## config.mk

```make
export PLATFORM = sky130hd
export DESIGN_NAME = rws_seq
export DESIGN_NICKNAME = d
export VERILOG_FILES = /design/src/rtl/rws_pkg.sv /design/src/rtl/rws_sync3.sv /design/src/rtl/rws_seq.sv
export SDC_FILE = /design/constraint.sdc
export NUM_CORES = 1
export LEC_CHECK = 0
export BUFFER_PORTS_ARGS = -buffer_cell sky130_fd_sc_hd__buf_2
export CAP_MARGIN = 5
export CORE_AREA = 2 2 111 113
export DETAILED_ROUTE_END_ITERATION = 8
export DIE_AREA = 0 0 113 115
export PLACE_DENSITY_LB_ADDON = 0.08
export SYNTH_ARGS = -nofsm -noshare
export SYNTH_HDL_FRONTEND = slang
export SYNTH_HIERARCHICAL = 1
export SYNTH_SLANG_ARGS = --single-unit
```

## constraint.sdc

```tcl
create_clock -name clk_sys -period 4.9 [get_ports clk_sys]
set_input_delay 0.735 -clock clk_sys [delete_from_list [all_inputs] [get_ports clk_sys]]
set_output_delay 0.735 -clock clk_sys [all_outputs]
set_load 0.01 [all_outputs]
```

## src/rtl/rws_pkg.sv

```systemverilog
// Contract
// - Only two reset sources exist: supply power-on reset and watchdog rollover.
// - Either reset returns every register to default and disables all interrupts; status instead takes the cause pattern.
// - Either reset clears the USB device address register to zero.
// - Either reset sets program and data stack pointers to 0x00.
// - Status register records the cause: power-on flag and watchdog flag bit 6.
// - After any reset the CPU fetches first from program address 0x0000.
// - Reset entry writes nothing to the program stack.
// - During power-on reset and semi-suspend only the CPU is held.
// - Power-on reset ends once supply is good and oscillator stable; timer starts.
// - Semi-suspend is 1 ms uninterruptible, then 95 ms more before execution.
// - Upstream bus reset during the 95 ms ends semi-suspend and starts execution.
// - Bus reset stays pending until enable bit 0 at 0x20 and global enable.
// - Supply drop reasserts power-on reset and repeats the whole sequence.
// - Any write to watchdog restart at 0x26 clears the watchdog counter.
// - Watchdog rolls over after at least 8 ms without clear; firmware restarts sooner.
// - Watchdog reset loads status with pattern 010X0001.
// - Watchdog reset holds 2 ms, then execution starts at 0x0000.
// - Watchdog reset clears device address, silencing USB transmission.
package rws_pkg;
	// ****************************************
	// Register map
	// ****************************************
	localparam logic [7:0]  ADDR_USB_ADDR    = 8'h10;
	localparam logic [7:0]  ADDR_INT_EN      = 8'h20;
	localparam logic [7:0]  ADDR_WDT_RESTART = 8'h26;
	localparam logic [7:0]  ADDR_STATUS      = 8'hff;
	localparam int          STAT_RUN_BIT     = 0;
	localparam int          STAT_POR_BIT     = 4;
	localparam int          STAT_WDR_BIT     = 6;
	localparam int          INT_EN_BUSRST    = 0;
	localparam logic [7:0]  STAT_POR_VALUE   = 8'h11;
	localparam logic [7:0]  STAT_WDR_SET     = 8'h41;
	localparam logic [7:0]  STAT_WDR_KEEP    = 8'h10;
	localparam logic [7:0]  STAT_FLAG_MASK   = 8'h50;
	localparam logic [7:0]  REG_RESET        = 8'h00;
	localparam logic [13:0] PC_RESET         = 14'h0000;
	localparam logic [7:0]  SP_RESET         = 8'h00;
	// ****************************************
	// Timing
	// ****************************************
	localparam int CLK_HZ      = 20_000_000;
	localparam int TICK_MS     = 1;
	localparam int TICK_CYC    = TICK_MS * (CLK_HZ / 1000);
	localparam int SS_LOCK_MS  = 1;
	localparam int SS_WAIT_MS  = 95;
	localparam int WDR_HOLD_MS = 2;
	localparam int WDT_MS      = 8;
	localparam int MSW         = 7;
	// ****************************************
	// Sequencer states
	// ****************************************
	typedef enum logic [4:0] {
		ST_POR  = 5'b00001,
		ST_LOCK = 5'b00010,
		ST_WAIT = 5'b00100,
		ST_WDR  = 5'b01000,
		ST_RUN  = 5'b10000
	} rws_state_t;
endpackage

```

## src/rtl/rws_sync3.sv

```systemverilog
`timescale 1ns/1ps
module rws_sync3 #(
	parameter int         W       = 1,
	parameter logic [W-1:0] RST_VAL = '0
) (
	// Clock and reset
	input  wire logic         clk_sys,
	input  wire logic         nrst,
	// Pins in, filtered level out
	input  wire logic [W-1:0] pin,
	output      logic [W-1:0] level
);
	typedef struct packed {
		logic [W-1:0] ff1;
		logic [W-1:0] ff2;
		logic [W-1:0] ff3;
		logic [W-1:0] lvl;
	} rws_sync_t;

	rws_sync_t q;
	rws_sync_t next_q;

	// A change counts only once stages two and three agree
	always_comb begin
		next_q     = q;
		next_q.ff1 = pin;
		next_q.ff2 = q.ff1;
		next_q.ff3 = q.ff2;
		next_q.lvl = (q.ff2 & q.ff3) | (q.lvl & (q.ff2 | q.ff3));
	end

	always_ff @(posedge clk_sys or negedge nrst) begin
		if (!nrst) begin
			q <= {RST_VAL, RST_VAL, RST_VAL, RST_VAL};
		end else begin
			q <= next_q;
		end
	end

	assign level = q.lvl;
endmodule

```

## src/rtl/rws_seq.sv

```systemverilog
`timescale 1ns/1ps
module rws_seq
	import rws_pkg::*;
#(
	parameter int TICK_CYCLES = TICK_CYC,
	parameter int LOCK_TICKS  = SS_LOCK_MS,
	parameter int WAIT_TICKS  = SS_WAIT_MS,
	parameter int WDR_TICKS   = WDR_HOLD_MS,
	parameter int WDT_TICKS   = WDT_MS
) (
	// Clock and reset
	input  wire logic        clk_sys,
	input  wire logic        nrst,
	// Pins
	input  wire logic        supply_ok_pin,
	input  wire logic        osc_stable_pin,
	input  wire logic        usb_bus_reset_pin,
	// CPU side
	input  wire logic        gie_on,
	input  wire logic        irq_ack,
	output      logic        cpu_run,
	output      logic        cpu_start,
	output      logic        stack_wr_block,
	output      logic [13:0] pc_init,
	output      logic [7:0]  psp_init,
	output      logic [7:0]  dsp_init,
	output      logic        sys_rst_n,
	output      logic        bus_reset_irq,
	// USB side
	output      logic [7:0]  usb_dev_addr,
	// Register port
	input  wire logic [7:0]  addr,
	input  wire logic [7:0]  wdata,
	input  wire logic        wr,
	input  wire logic        rd,
	output      logic [7:0]  rdata
);
	localparam int DW = $clog2(TICK_CYCLES + 1);
	localparam logic [DW-1:0]  DIV_LAST  = DW'(TICK_CYCLES - 1);
	localparam logic [MSW-1:0] LOCK_LAST = MSW'(LOCK_TICKS - 1);
	localparam logic [MSW-1:0] WAIT_LAST = MSW'(WAIT_TICKS - 1);
	localparam logic [MSW-1:0] WDR_LAST  = MSW'(WDR_TICKS - 1);
	localparam logic [MSW-1:0] WDT_LAST  = MSW'(WDT_TICKS - 1);

	typedef struct packed {
		rws_state_t     st;
		logic [DW-1:0]  div;
		logic           tick;
		logic [MSW-1:0] ms;
		logic [7:0]     stat;
		logic [7:0]     int_en;
		logic [7:0]     usb_addr;
		logic [7:0]     rdata;
		logic           pend;
		logic           run;
		logic           start;
		logic           srst_n;
		logic           stk_blk;
		logic           irq;
		logic [13:0]    pc;
		logic [7:0]     program_stack_pointer;
		logic [7:0]     dsp;
	} rws_regs_t;

	rws_regs_t q;
	rws_regs_t next_q;

	// ****************************************
	// Pin synchronisers
	// ****************************************
	logic [2:0] pins_lvl;
	logic       sup;
	logic       osc;
	logic       usb_rst;

	rws_sync3 #(
		.W       (3),
		.RST_VAL (3'h0)
	) u_sync (
		.clk_sys (clk_sys),
		.nrst    (nrst),
		.pin     ({usb_bus_reset_pin, osc_stable_pin, supply_ok_pin}),
		.level   (pins_lvl)
	);

	assign sup     = pins_lvl[0];
	assign osc     = pins_lvl[1];
	assign usb_rst = pins_lvl[2];

	logic wr_ok;
	logic wdt_kick;
	logic [7:0] stat_wr;

	assign wr_ok    = wr && (q.st == ST_RUN);
	assign wdt_kick = wr_ok && (addr == ADDR_WDT_RESTART);
	// Flags clear by writing one; other bits plain
	assign stat_wr  = (wdata & ~STAT_FLAG_MASK) | (q.stat & STAT_FLAG_MASK & ~wdata);

	// ****************************************
	// Sequencer
	// ****************************************
	always_comb begin
		logic restart;
		restart      = 1'b0;
		next_q       = q;
		next_q.start = 1'b0;
		next_q.tick  = 1'b0;
		// Millisecond tick, one divider shared by all intervals
		if (q.div == DIV_LAST) begin
			next_q.div  = '0;
			next_q.tick = 1'b1;
		end else begin
			next_q.div = q.div + 1'b1;
		end
		unique case (q.st)
			ST_POR: begin
				if (sup && osc) begin
					next_q.st = ST_LOCK;
					restart   = 1'b1;
				end
			end
			ST_LOCK: begin
				// Bus reset deliberately ignored here
				if (q.tick) begin
					next_q.ms = q.ms + 1'b1;
					if (q.ms == LOCK_LAST) begin
						next_q.st = ST_WAIT;
						restart   = 1'b1;
					end
				end
			end
			ST_WAIT: begin
				if (usb_rst) begin
					next_q.st    = ST_RUN;
					next_q.start = 1'b1;
					next_q.pend  = 1'b1;
				end else if (q.tick) begin
					next_q.ms = q.ms + 1'b1;
					if (q.ms == WAIT_LAST) begin
						next_q.st    = ST_RUN;
						next_q.start = 1'b1;
					end
				end
			end
			ST_WDR: begin
				if (q.tick) begin
					next_q.ms = q.ms + 1'b1;
					if (q.ms == WDR_LAST) begin
						next_q.st    = ST_RUN;
						next_q.start = 1'b1;
					end
				end
			end
			ST_RUN: begin
				if (wdt_kick) begin
					restart = 1'b1;
				end else if (q.tick) begin
					next_q.ms = q.ms + 1'b1;
					// Divider restarts with each kick, so rollover is exactly 8 ticks
					if (q.ms == WDT_LAST) begin
						next_q.st   = ST_WDR;
						next_q.stat = (q.stat & STAT_WDR_KEEP) | STAT_WDR_SET;
						restart     = 1'b1;
					end
				end
			end
			default: begin
				next_q.st = ST_POR;
				restart   = 1'b1;
			end
		endcase
		// Watchdog counts afresh from the first run cycle
		if (next_q.start) begin
			restart = 1'b1;
		end
		// Supply loss overrides everything, sequence restarts
		if (!sup) begin
			next_q.st    = ST_POR;
			next_q.stat  = STAT_POR_VALUE;
			next_q.start = 1'b0;
			restart      = 1'b1;
		end
		if (restart) begin
			next_q.div  = '0;
			next_q.tick = 1'b0;
			next_q.ms   = '0;
		end
		// ****************************************
		// Registers, enable, address and pending held at default outside run
		// ****************************************
		// Reset entry in the same cycle beats a register write
		if (wr_ok && next_q.st == ST_RUN) begin
			unique case (addr)
				ADDR_INT_EN:   next_q.int_en   = wdata;
				ADDR_USB_ADDR: next_q.usb_addr = wdata;
				ADDR_STATUS:   next_q.stat     = stat_wr;
				default:       ;
			endcase
		end
		if (irq_ack) begin
			next_q.pend = 1'b0;
		end
		if (next_q.st != ST_RUN) begin
			next_q.int_en   = REG_RESET;
			next_q.usb_addr = REG_RESET;
			next_q.pend     = 1'b0;
		end
		// Early exit sets pending again so a same-cycle ack cannot lose it
		if (q.st == ST_WAIT && next_q.st == ST_RUN && usb_rst) begin
			next_q.pend = 1'b1;
		end
		next_q.rdata = 8'h00;
		if (rd) begin
			unique case (addr)
				ADDR_INT_EN:   next_q.rdata = q.int_en;
				ADDR_USB_ADDR: next_q.rdata = q.usb_addr;
				ADDR_STATUS:   next_q.rdata = q.stat;
				default:       next_q.rdata = 8'h00;
			endcase
		end
		// Oscillator and divider keep running, only the CPU waits
		next_q.run     = (next_q.st == ST_RUN);
		next_q.srst_n  = (next_q.st == ST_RUN);
		// Stack writes barred through reset and its first cycle
		next_q.stk_blk = !next_q.run || next_q.start;
		// Next run flag, so no request outlives reset entry
		next_q.irq     = q.pend && q.int_en[INT_EN_BUSRST] && gie_on && next_q.run;
		next_q.pc      = PC_RESET;
		next_q.program_stack_pointer     = SP_RESET;
		next_q.dsp     = SP_RESET;
	end

	always_ff @(posedge clk_sys or negedge nrst) begin
		if (!nrst) begin
			q          <= '0;
			q.st       <= ST_POR;
			q.stat     <= STAT_POR_VALUE;
			q.stk_blk  <= 1'b1;
			q.pc       <= PC_RESET;
			q.program_stack_pointer      <= SP_RESET;
			q.dsp      <= SP_RESET;
		end else begin
			q <= next_q;
		end
	end

	assign cpu_run        = q.run;
	assign cpu_start      = q.start;
	assign stack_wr_block = q.stk_blk;
	assign pc_init        = q.pc;
	assign psp_init       = q.program_stack_pointer;
	assign dsp_init       = q.dsp;
	assign sys_rst_n      = q.srst_n;
	assign bus_reset_irq  = q.irq;
	assign usb_dev_addr   = q.usb_addr;
	assign rdata          = q.rdata;
endmodule

```

# Word-level counts from Yosys, hierarchy flattened
# Index checks and enable logic that the tools add are counted.
[totals]
regBits = 77
latchBits = 0
ram_bits = 0
romBits = 0
inputBits = 25
output_inout_bits = 51
word_cells = 120
mem_count = 0
[classes]
n_addsub = 2
multipliers = 0
div_mod_pow = 0
order_cmp = 0
eq_ne = 18
n_shift = 0
n_mux = 52
bitwise_logic = 7
reduce_logical = 24
[op_table]
columns = ["operator", "count"]
rows = [
  ["5-bit two-way mux", 12],
  ["8-bit two-way mux", 7],
  ["15-bit two-way mux", 3],
  ["5-bit case mux with 5 select lines", 1],
  ["24-bit two-way mux", 1],
  ["8-bit case mux with 3 select lines", 1],
  ["23-bit two-way mux", 1],
  ["7-bit case mux with 3 select lines", 1],
  ["1-bit two-way mux", 20],
  ["8-bit by 6-bit == test with 1-bit output, second input constant", 2],
  ["16-bit two-way mux", 1],
  ["15-bit by 1-bit adder with 15-bit output, second input constant", 1],
  ["15-bit == test, second input constant", 1],
  ["7-bit two-way mux", 2],
  ["4-bit nonzero test", 3],
  ["5-bit == test, second input constant", 2],
  ["1-bit logical AND", 9],
  ["7-bit by 8-bit bitwise AND with 8-bit output", 1],
  ["8-bit by 5-bit == test with 1-bit output, second input constant", 1],
  ["8-bit == test, second input constant", 1],
  ["8-bit NOT", 1],
  ["8-bit bitwise OR", 1],
  ["7-bit by 1-bit adder with 7-bit output, second input constant", 1],
  ["7-bit by 1-bit == test with 1-bit output, second input constant", 1],
  ["other kinds (20)", 28],
]

# Longest topological paths before layout
[logic_depth]
depth_word = 11
mapped_depth = 8
depth_no_buf = 6

# Hierarchy
# Netlist, hierarchy kept.
[modules_own_cells]
columns = ["mod", "n_inst", "cells_each", "area_per_inst_um2", "seq_area_each_um2"]
rows = [
  ["rws_seq", 1, 372, 3671.0, 1631.6],
  ["rws_sync3", 1, 18, 356.6, 300.3],
]

# Least setup slack after synthesis
# OpenSTA, ideal clock, no wires.
[synth_timing]
kind = "input to register"
startpoint = "input addr[0]"
endpoint = "register q[52] (netlist name)"
setup_time_ns = 0.121
t_arrival_ns = 2.505
required_ns = 4.779
slack_ns = 2.274
cell_stages = 7
n_path_buf = 2
path_cell_list = "or4_1 -> buf_2 -> nor4_2 -> and2_1 -> buf_4 -> mux2i_1 -> nor2_1"
[synth_via]
elab_chain_len = 9
elab_cells_between_ends = 13
cone_classes = "4 x eq/ne; 4 x mux; 5 x reduce/logical"
[synth_rtl]
columns = ["element", "line", "source"]
rows = [
  ["start, declared", "rws_seq.sv:32", "input wire logic [7:0] addr,"],
  ["8-bit by 6-bit == test with 1-bit output", "rws_seq.sv:95", "assign wdt_kick = wr_ok && (addr == ADDR_WDT_RESTART);"],
  ["1-bit logical AND", "rws_seq.sv:95", ""],
  ["5-bit two-way mux", "rws_seq.sv:155", "if (wdt_kick) begin"],
  ["5-bit case mux with 5 select lines", "rws_seq.sv:115", "unique case (q.st)"],
  ["5-bit two-way mux", "rws_seq.sv:177", "if (!sup) begin"],
  ["5-bit == test", "rws_seq.sv:192", "if (wr_ok && next_q.st == ST_RUN) begin"],
  ["1-bit logical AND", "rws_seq.sv:192", ""],
  ["2-bit nonzero test (no source line)", "n/a", ""],
  ["2-bit AND reduction (no source line)", "n/a", ""],
  ["end signal, assigned", "rws_seq.sv:243", "q <= next_q;"],
  ["end, declared", "rws_seq.sv:65", "rws_regs_t q;"],
]
# Parallel ways exist; a longest one is shown, timed or not.
# A chain may end at the register's enable or synchronous reset.

# Final worst setup path
[layout_timing]
startpoint = "input addr[0]"
endpoint = "register q, in the netlist usb_dev_addr[3]"
# The elaborated chain is that of the path after synthesis.

==> out/results.md <==
### Setup path
- sky130_fd_sc_hd__or4_1 — CP max-delay cell
- 5 — worst reg-to-reg path cell count
- flip-flop — critical path capture point type
- 10 — Crit Path Max Fanout
- in -> reg — startpoint-to-endpoint class of the critical path
- buf_2, or4_1, nor4_4, and2_1, mux2i_1, nor2_1 — sequence of cells on the critical path
- q[80]$_DFF_PN0_ — Critical R2R Capture
- 650 ps — biggest cell delay along the critical path
- simple AND/OR/NAND/NOR gates — cell family with most CP delay
- 5110 ps — required time of the critical path
- input pin — startpoint type of the worst setup path
- 1 — crit path buf inv count
- q[71]$_DFFE_PN0P_ — r2r startpoint
- 2980 ps — WP data arrival
- 2190 ps — register-to-register setup slack

### GRT
- 0 — grt total ovfl
- 2706 — number of global-route vias before repair
- 19.2% — met1 track utilization from global routing
- 20.6% — met2 Track Usage GR
- 0 — antenna violations before repair
- 13.7% — all-layer global routing usage
- met2 — Top Usage Layer GRT
- 3.27% — global-route met3 utilization
- 14000 um — wire length of the first global-routing pass
- 78 — maximum number of pins on one net before global-route repair

### Yosys
- 10.3 um2 — post-synthesis area per instance
- sky130_fd_sc_hd__dfrtp_1 45%, sky130_fd_sc_hd__buf_4 9.5%, sky130_fd_sc_hd__mux2i_1 5.7% — dominant cells by area after synthesis
- 60 — number of different library cells in the post-synthesis netlist
- sky130_fd_sc_hd__dfrtp_1 — cell taking the most area after synthesis
- 77 — post-synthesis sequential element count
- 100% — Post-synth ARST share
- 0 — count of flip-flops with a built-in enable after synthesis
- 390 — number of instances in the synthesized netlist
- 4030 um2 — area of the mapped netlist
- 6 — number of warnings reported in the yosys synthesis log
- sky130_fd_sc_hd__dfrtp_1 — ys flop type
- 45.4% — top cell type's share of synthesized area
- 48.0% — sequential share of the synthesized area

### Clock network
- 0 — cts-stage hold buffer count
- 60 ps — register clock-pin slew on the reported worst setup and hold paths
- 330 ps — clock latency reported for the late side of the worst-skew pair
- 3 — H-Tree Depth
- 0 — Post CTS Setup Buffer Count
- sky130_fd_sc_hd__clkbuf_16 — root buffer selected by CTS
- 9 — number of buffers created by CTS
- 0 — CTS-repair resized insts
- 2 — Longest Clk Path Bufs
- 77 — clock sink total
- yes — clock tree from TritonCTS

### Finish
- 1700 um2 — area of combinational cells with multiple inputs
- 0 — diodes inserted
- 1181 — layout filler cell count
- 11.2% — P&R area growth vs syn
- 1930 um2 — area occupied by registers
- 20.6% — share of cells above drive strength 1
- 443 — Nets
- 4480 um2 — post-route standard cell area excluding fillers

### Timing
- 2770 ps — post-layout min period
- 1150 ps — Least-Margin Pin Slew
- 0 — Final Hold Violating Endpoints
- 361 MHz — fmax
- 22.5% — worst slew margin relative to its limit
- false — setup repair after global routing missed its margin
- 0 — setup violation total in the final timing report
- 56.6% — final period utilization
- 5.65 ps — post-route clock skew
- 0 ps — Sum Neg Setup Slack
- 0 — count of final max-slew check failures

### Placed design
- 4120 um2 — instance area at placement
- 0.788 — final weighted congestion in routability-driven placement
- 45 — port bufs
- 5520 um — Final HPWL DP

### Min path
- u_sync/next_q[4]$_DFF_PN0_ — terminating pin of the worst hold path
- 0 — Hold Path Cell Cnt
- reg -> reg — Hold Crit Class
- u_sync/next_q[7]$_DFF_PN0_ — origin of the worst min-delay path

### Drt
- 2700 — detailed-route via count
- 8 — post-detailed-route DRC marker count
- 206 — DR iter-0 viols
- 14.7 um — wire per inst
- 4.78 — detail-routed via count per cell
- 7 — Pre-Repair DR Iteration Count
- 8280 um — final wirelength
- 0 — remaining antenna violation count

### Power and ir drop
- 349 nW/um2 — Pwr per Cell Area
- 2.02 nW — reported leakage power
- 0.000138 V — Max IR drop VDD

### Floorplan
- 115 um — die outline height
- 40 — number of core rows
- 34.1% — initial standard-cell utilization of the core
- 11800 um2 — core outline area
- 113 um — Die Width
- 13000 um2 — Total Die Area
- 76 — Top Ports

### Outcome
- design-rule violations — failing checks
- complete, but fails checks — status

### Job
- 0 — max-cap viol count

-- power by group --
part,switching [mW],leakage (nW),total [mW],internal [mW]
sequential,0.0164,1.03,0.667,0.651
clock,0.276,0.175,0.793,0.517
combinational,0.0725,0.808,0.104,0.0318
total,0.365,2.02,1.56,1.20
-- metal layers --
metal	part of all wire (%)	routed length, um
met5	0	0
met4	0.58	48
met3	4.4	366
met1	50	4110
met2	45	3750
-- stage by stage --
step / setup WS [ps] / instances / hold WS, ps / power (mW) / util [%]
2_1_floorplan: 2270 / 419 / 331 / 0.766 / -
3_3_place_gp: 1750 / 549 / 333 / 0.787 / 34.9
3_5_place_dp: 1720 / 549 / 339 / 0.786 / 34.9
4_1_cts: 2090 / 565 / 352 / 1.59 / 37.9
5_1_grt: 1970 / 565 / 354 / 1.63 / 37.9
6_report: 2130 / 565 / 349 / 1.56 / 37.9
-- state kept, by name, indices dropped and copies added, names as in the netlist --
register / cells
usb_dev_addr: 8
rdata: 8
cpu_start: 1
stack_wr_block: 1
u_sync/next_q: 6
q: 45
u_sync/level: 3
u_sync/q: 3
bus_reset_irq: 1
sys_rst_n: 1
-- layout make-up --
cell class,count,area share [%]
Clock buffer,10,5.34
Clock inverter,6,2.66
Inverter,15,1.26
Timing Repair Buffer,47,5.42
Multi-Input combinational cell,263,38.1
Tap cell,147,4.11
Sequential cell,77,43.2
-- synthesized netlist by cell type, types with 2 or more instances --
master and instances:
sky130_fd_sc_hd__and4_1 4, sky130_fd_sc_hd__nor3b_1 2, sky130_fd_sc_hd__dfrtp_1 73, sky130_fd_sc_hd__ha_1 5
sky130_fd_sc_hd__or3_2 2, sky130_fd_sc_hd__a21oi_1 7, sky130_fd_sc_hd__nand3_1 13, sky130_fd_sc_hd__nand2_1 24
sky130_fd_sc_hd__and2_2 2, sky130_fd_sc_hd__and3_1 3, sky130_fd_sc_hd__o31ai_1 2, sky130_fd_sc_hd__dfstp_2 4
sky130_fd_sc_hd__a31oi_1 2, sky130_fd_sc_hd__or4_1 3, sky130_fd_sc_hd__o21ai_0 7, sky130_fd_sc_hd__nand2b_1 5
sky130_fd_sc_hd__inv_1 15, sky130_fd_sc_hd__or4b_4 2, sky130_fd_sc_hd__and2_1 2, sky130_fd_sc_hd__buf_2 9
sky130_fd_sc_hd__a311o_1 2, sky130_fd_sc_hd__xnor2_1 6, sky130_fd_sc_hd__o211ai_1 2, sky130_fd_sc_hd__nor3_1 6
sky130_fd_sc_hd__nor2_1 48, sky130_fd_sc_hd__mux2i_1 23, sky130_fd_sc_hd__a222oi_1 8, sky130_fd_sc_hd__xor2_1 10
sky130_fd_sc_hd__clkbuf_1 3, sky130_fd_sc_hd__maj3_2 3, sky130_fd_sc_hd__nor4_1 3, sky130_fd_sc_hd__nand4_1 8
sky130_fd_sc_hd__nor2b_1 2, sky130_fd_sc_hd__or3_1 4, sky130_fd_sc_hd__buf_4 51
-- cell usage in the layout, fill, tap and decap left out, types with 9 or more instances in the layout --
master	synthesis	layout
sky130_fd_sc_hd__xor2_1	10	10
sky130_fd_sc_hd__conb_1	1	30
sky130_fd_sc_hd__buf_2	9	44
sky130_fd_sc_hd__mux2i_1	23	23
sky130_fd_sc_hd__nand3_1	13	13
sky130_fd_sc_hd__nand2_1	24	24
sky130_fd_sc_hd__nor2_1	48	48
sky130_fd_sc_hd__dfrtp_1	73	73
sky130_fd_sc_hd__inv_1	15	15
sky130_fd_sc_hd__clkbuf_16	0	9
-- cell families (layout without fill, tap and decap cells) --
logic type                 Yosys count  after routing  share of synthesized area (%)
buffers and inverters               79             78                           12.4
adders and majority gates            8              8                           2.39
muxes                               24             24                           6.09
DFF                                 77             77                           48.0
AOI/OAI and AO/OA                   40             40                           8.11
and+or+nand+nor                    145            145                           19.4
xor gates and xnor gates            16             16                           3.48
other                                1             30                         0.0931
-- worst max-delay path by stage --
stage	startpoint	to	slack, ps	cells past startpoint
6_report	addr[0]	usb_dev_addr[3]$_DFFE_PN0P_	2130	6
5_1_grt	addr[0]	usb_dev_addr[1]$_DFFE_PN0P_	1970	6
4_1_cts	addr[0]	usb_dev_addr[3]$_DFFE_PN0P_	2090	6
3_5_place_dp	addr[0]	usb_dev_addr[3]$_DFFE_PN0P_	1720	6
3_3_place_gp	addr[0]	usb_dev_addr[1]$_DFFE_PN0P_	1750	6
2_1_floorplan	addr[0]	q[52]$_DFFE_PN0P_	2270	7
No activity file was read; power rests on OpenSTA's default activity.
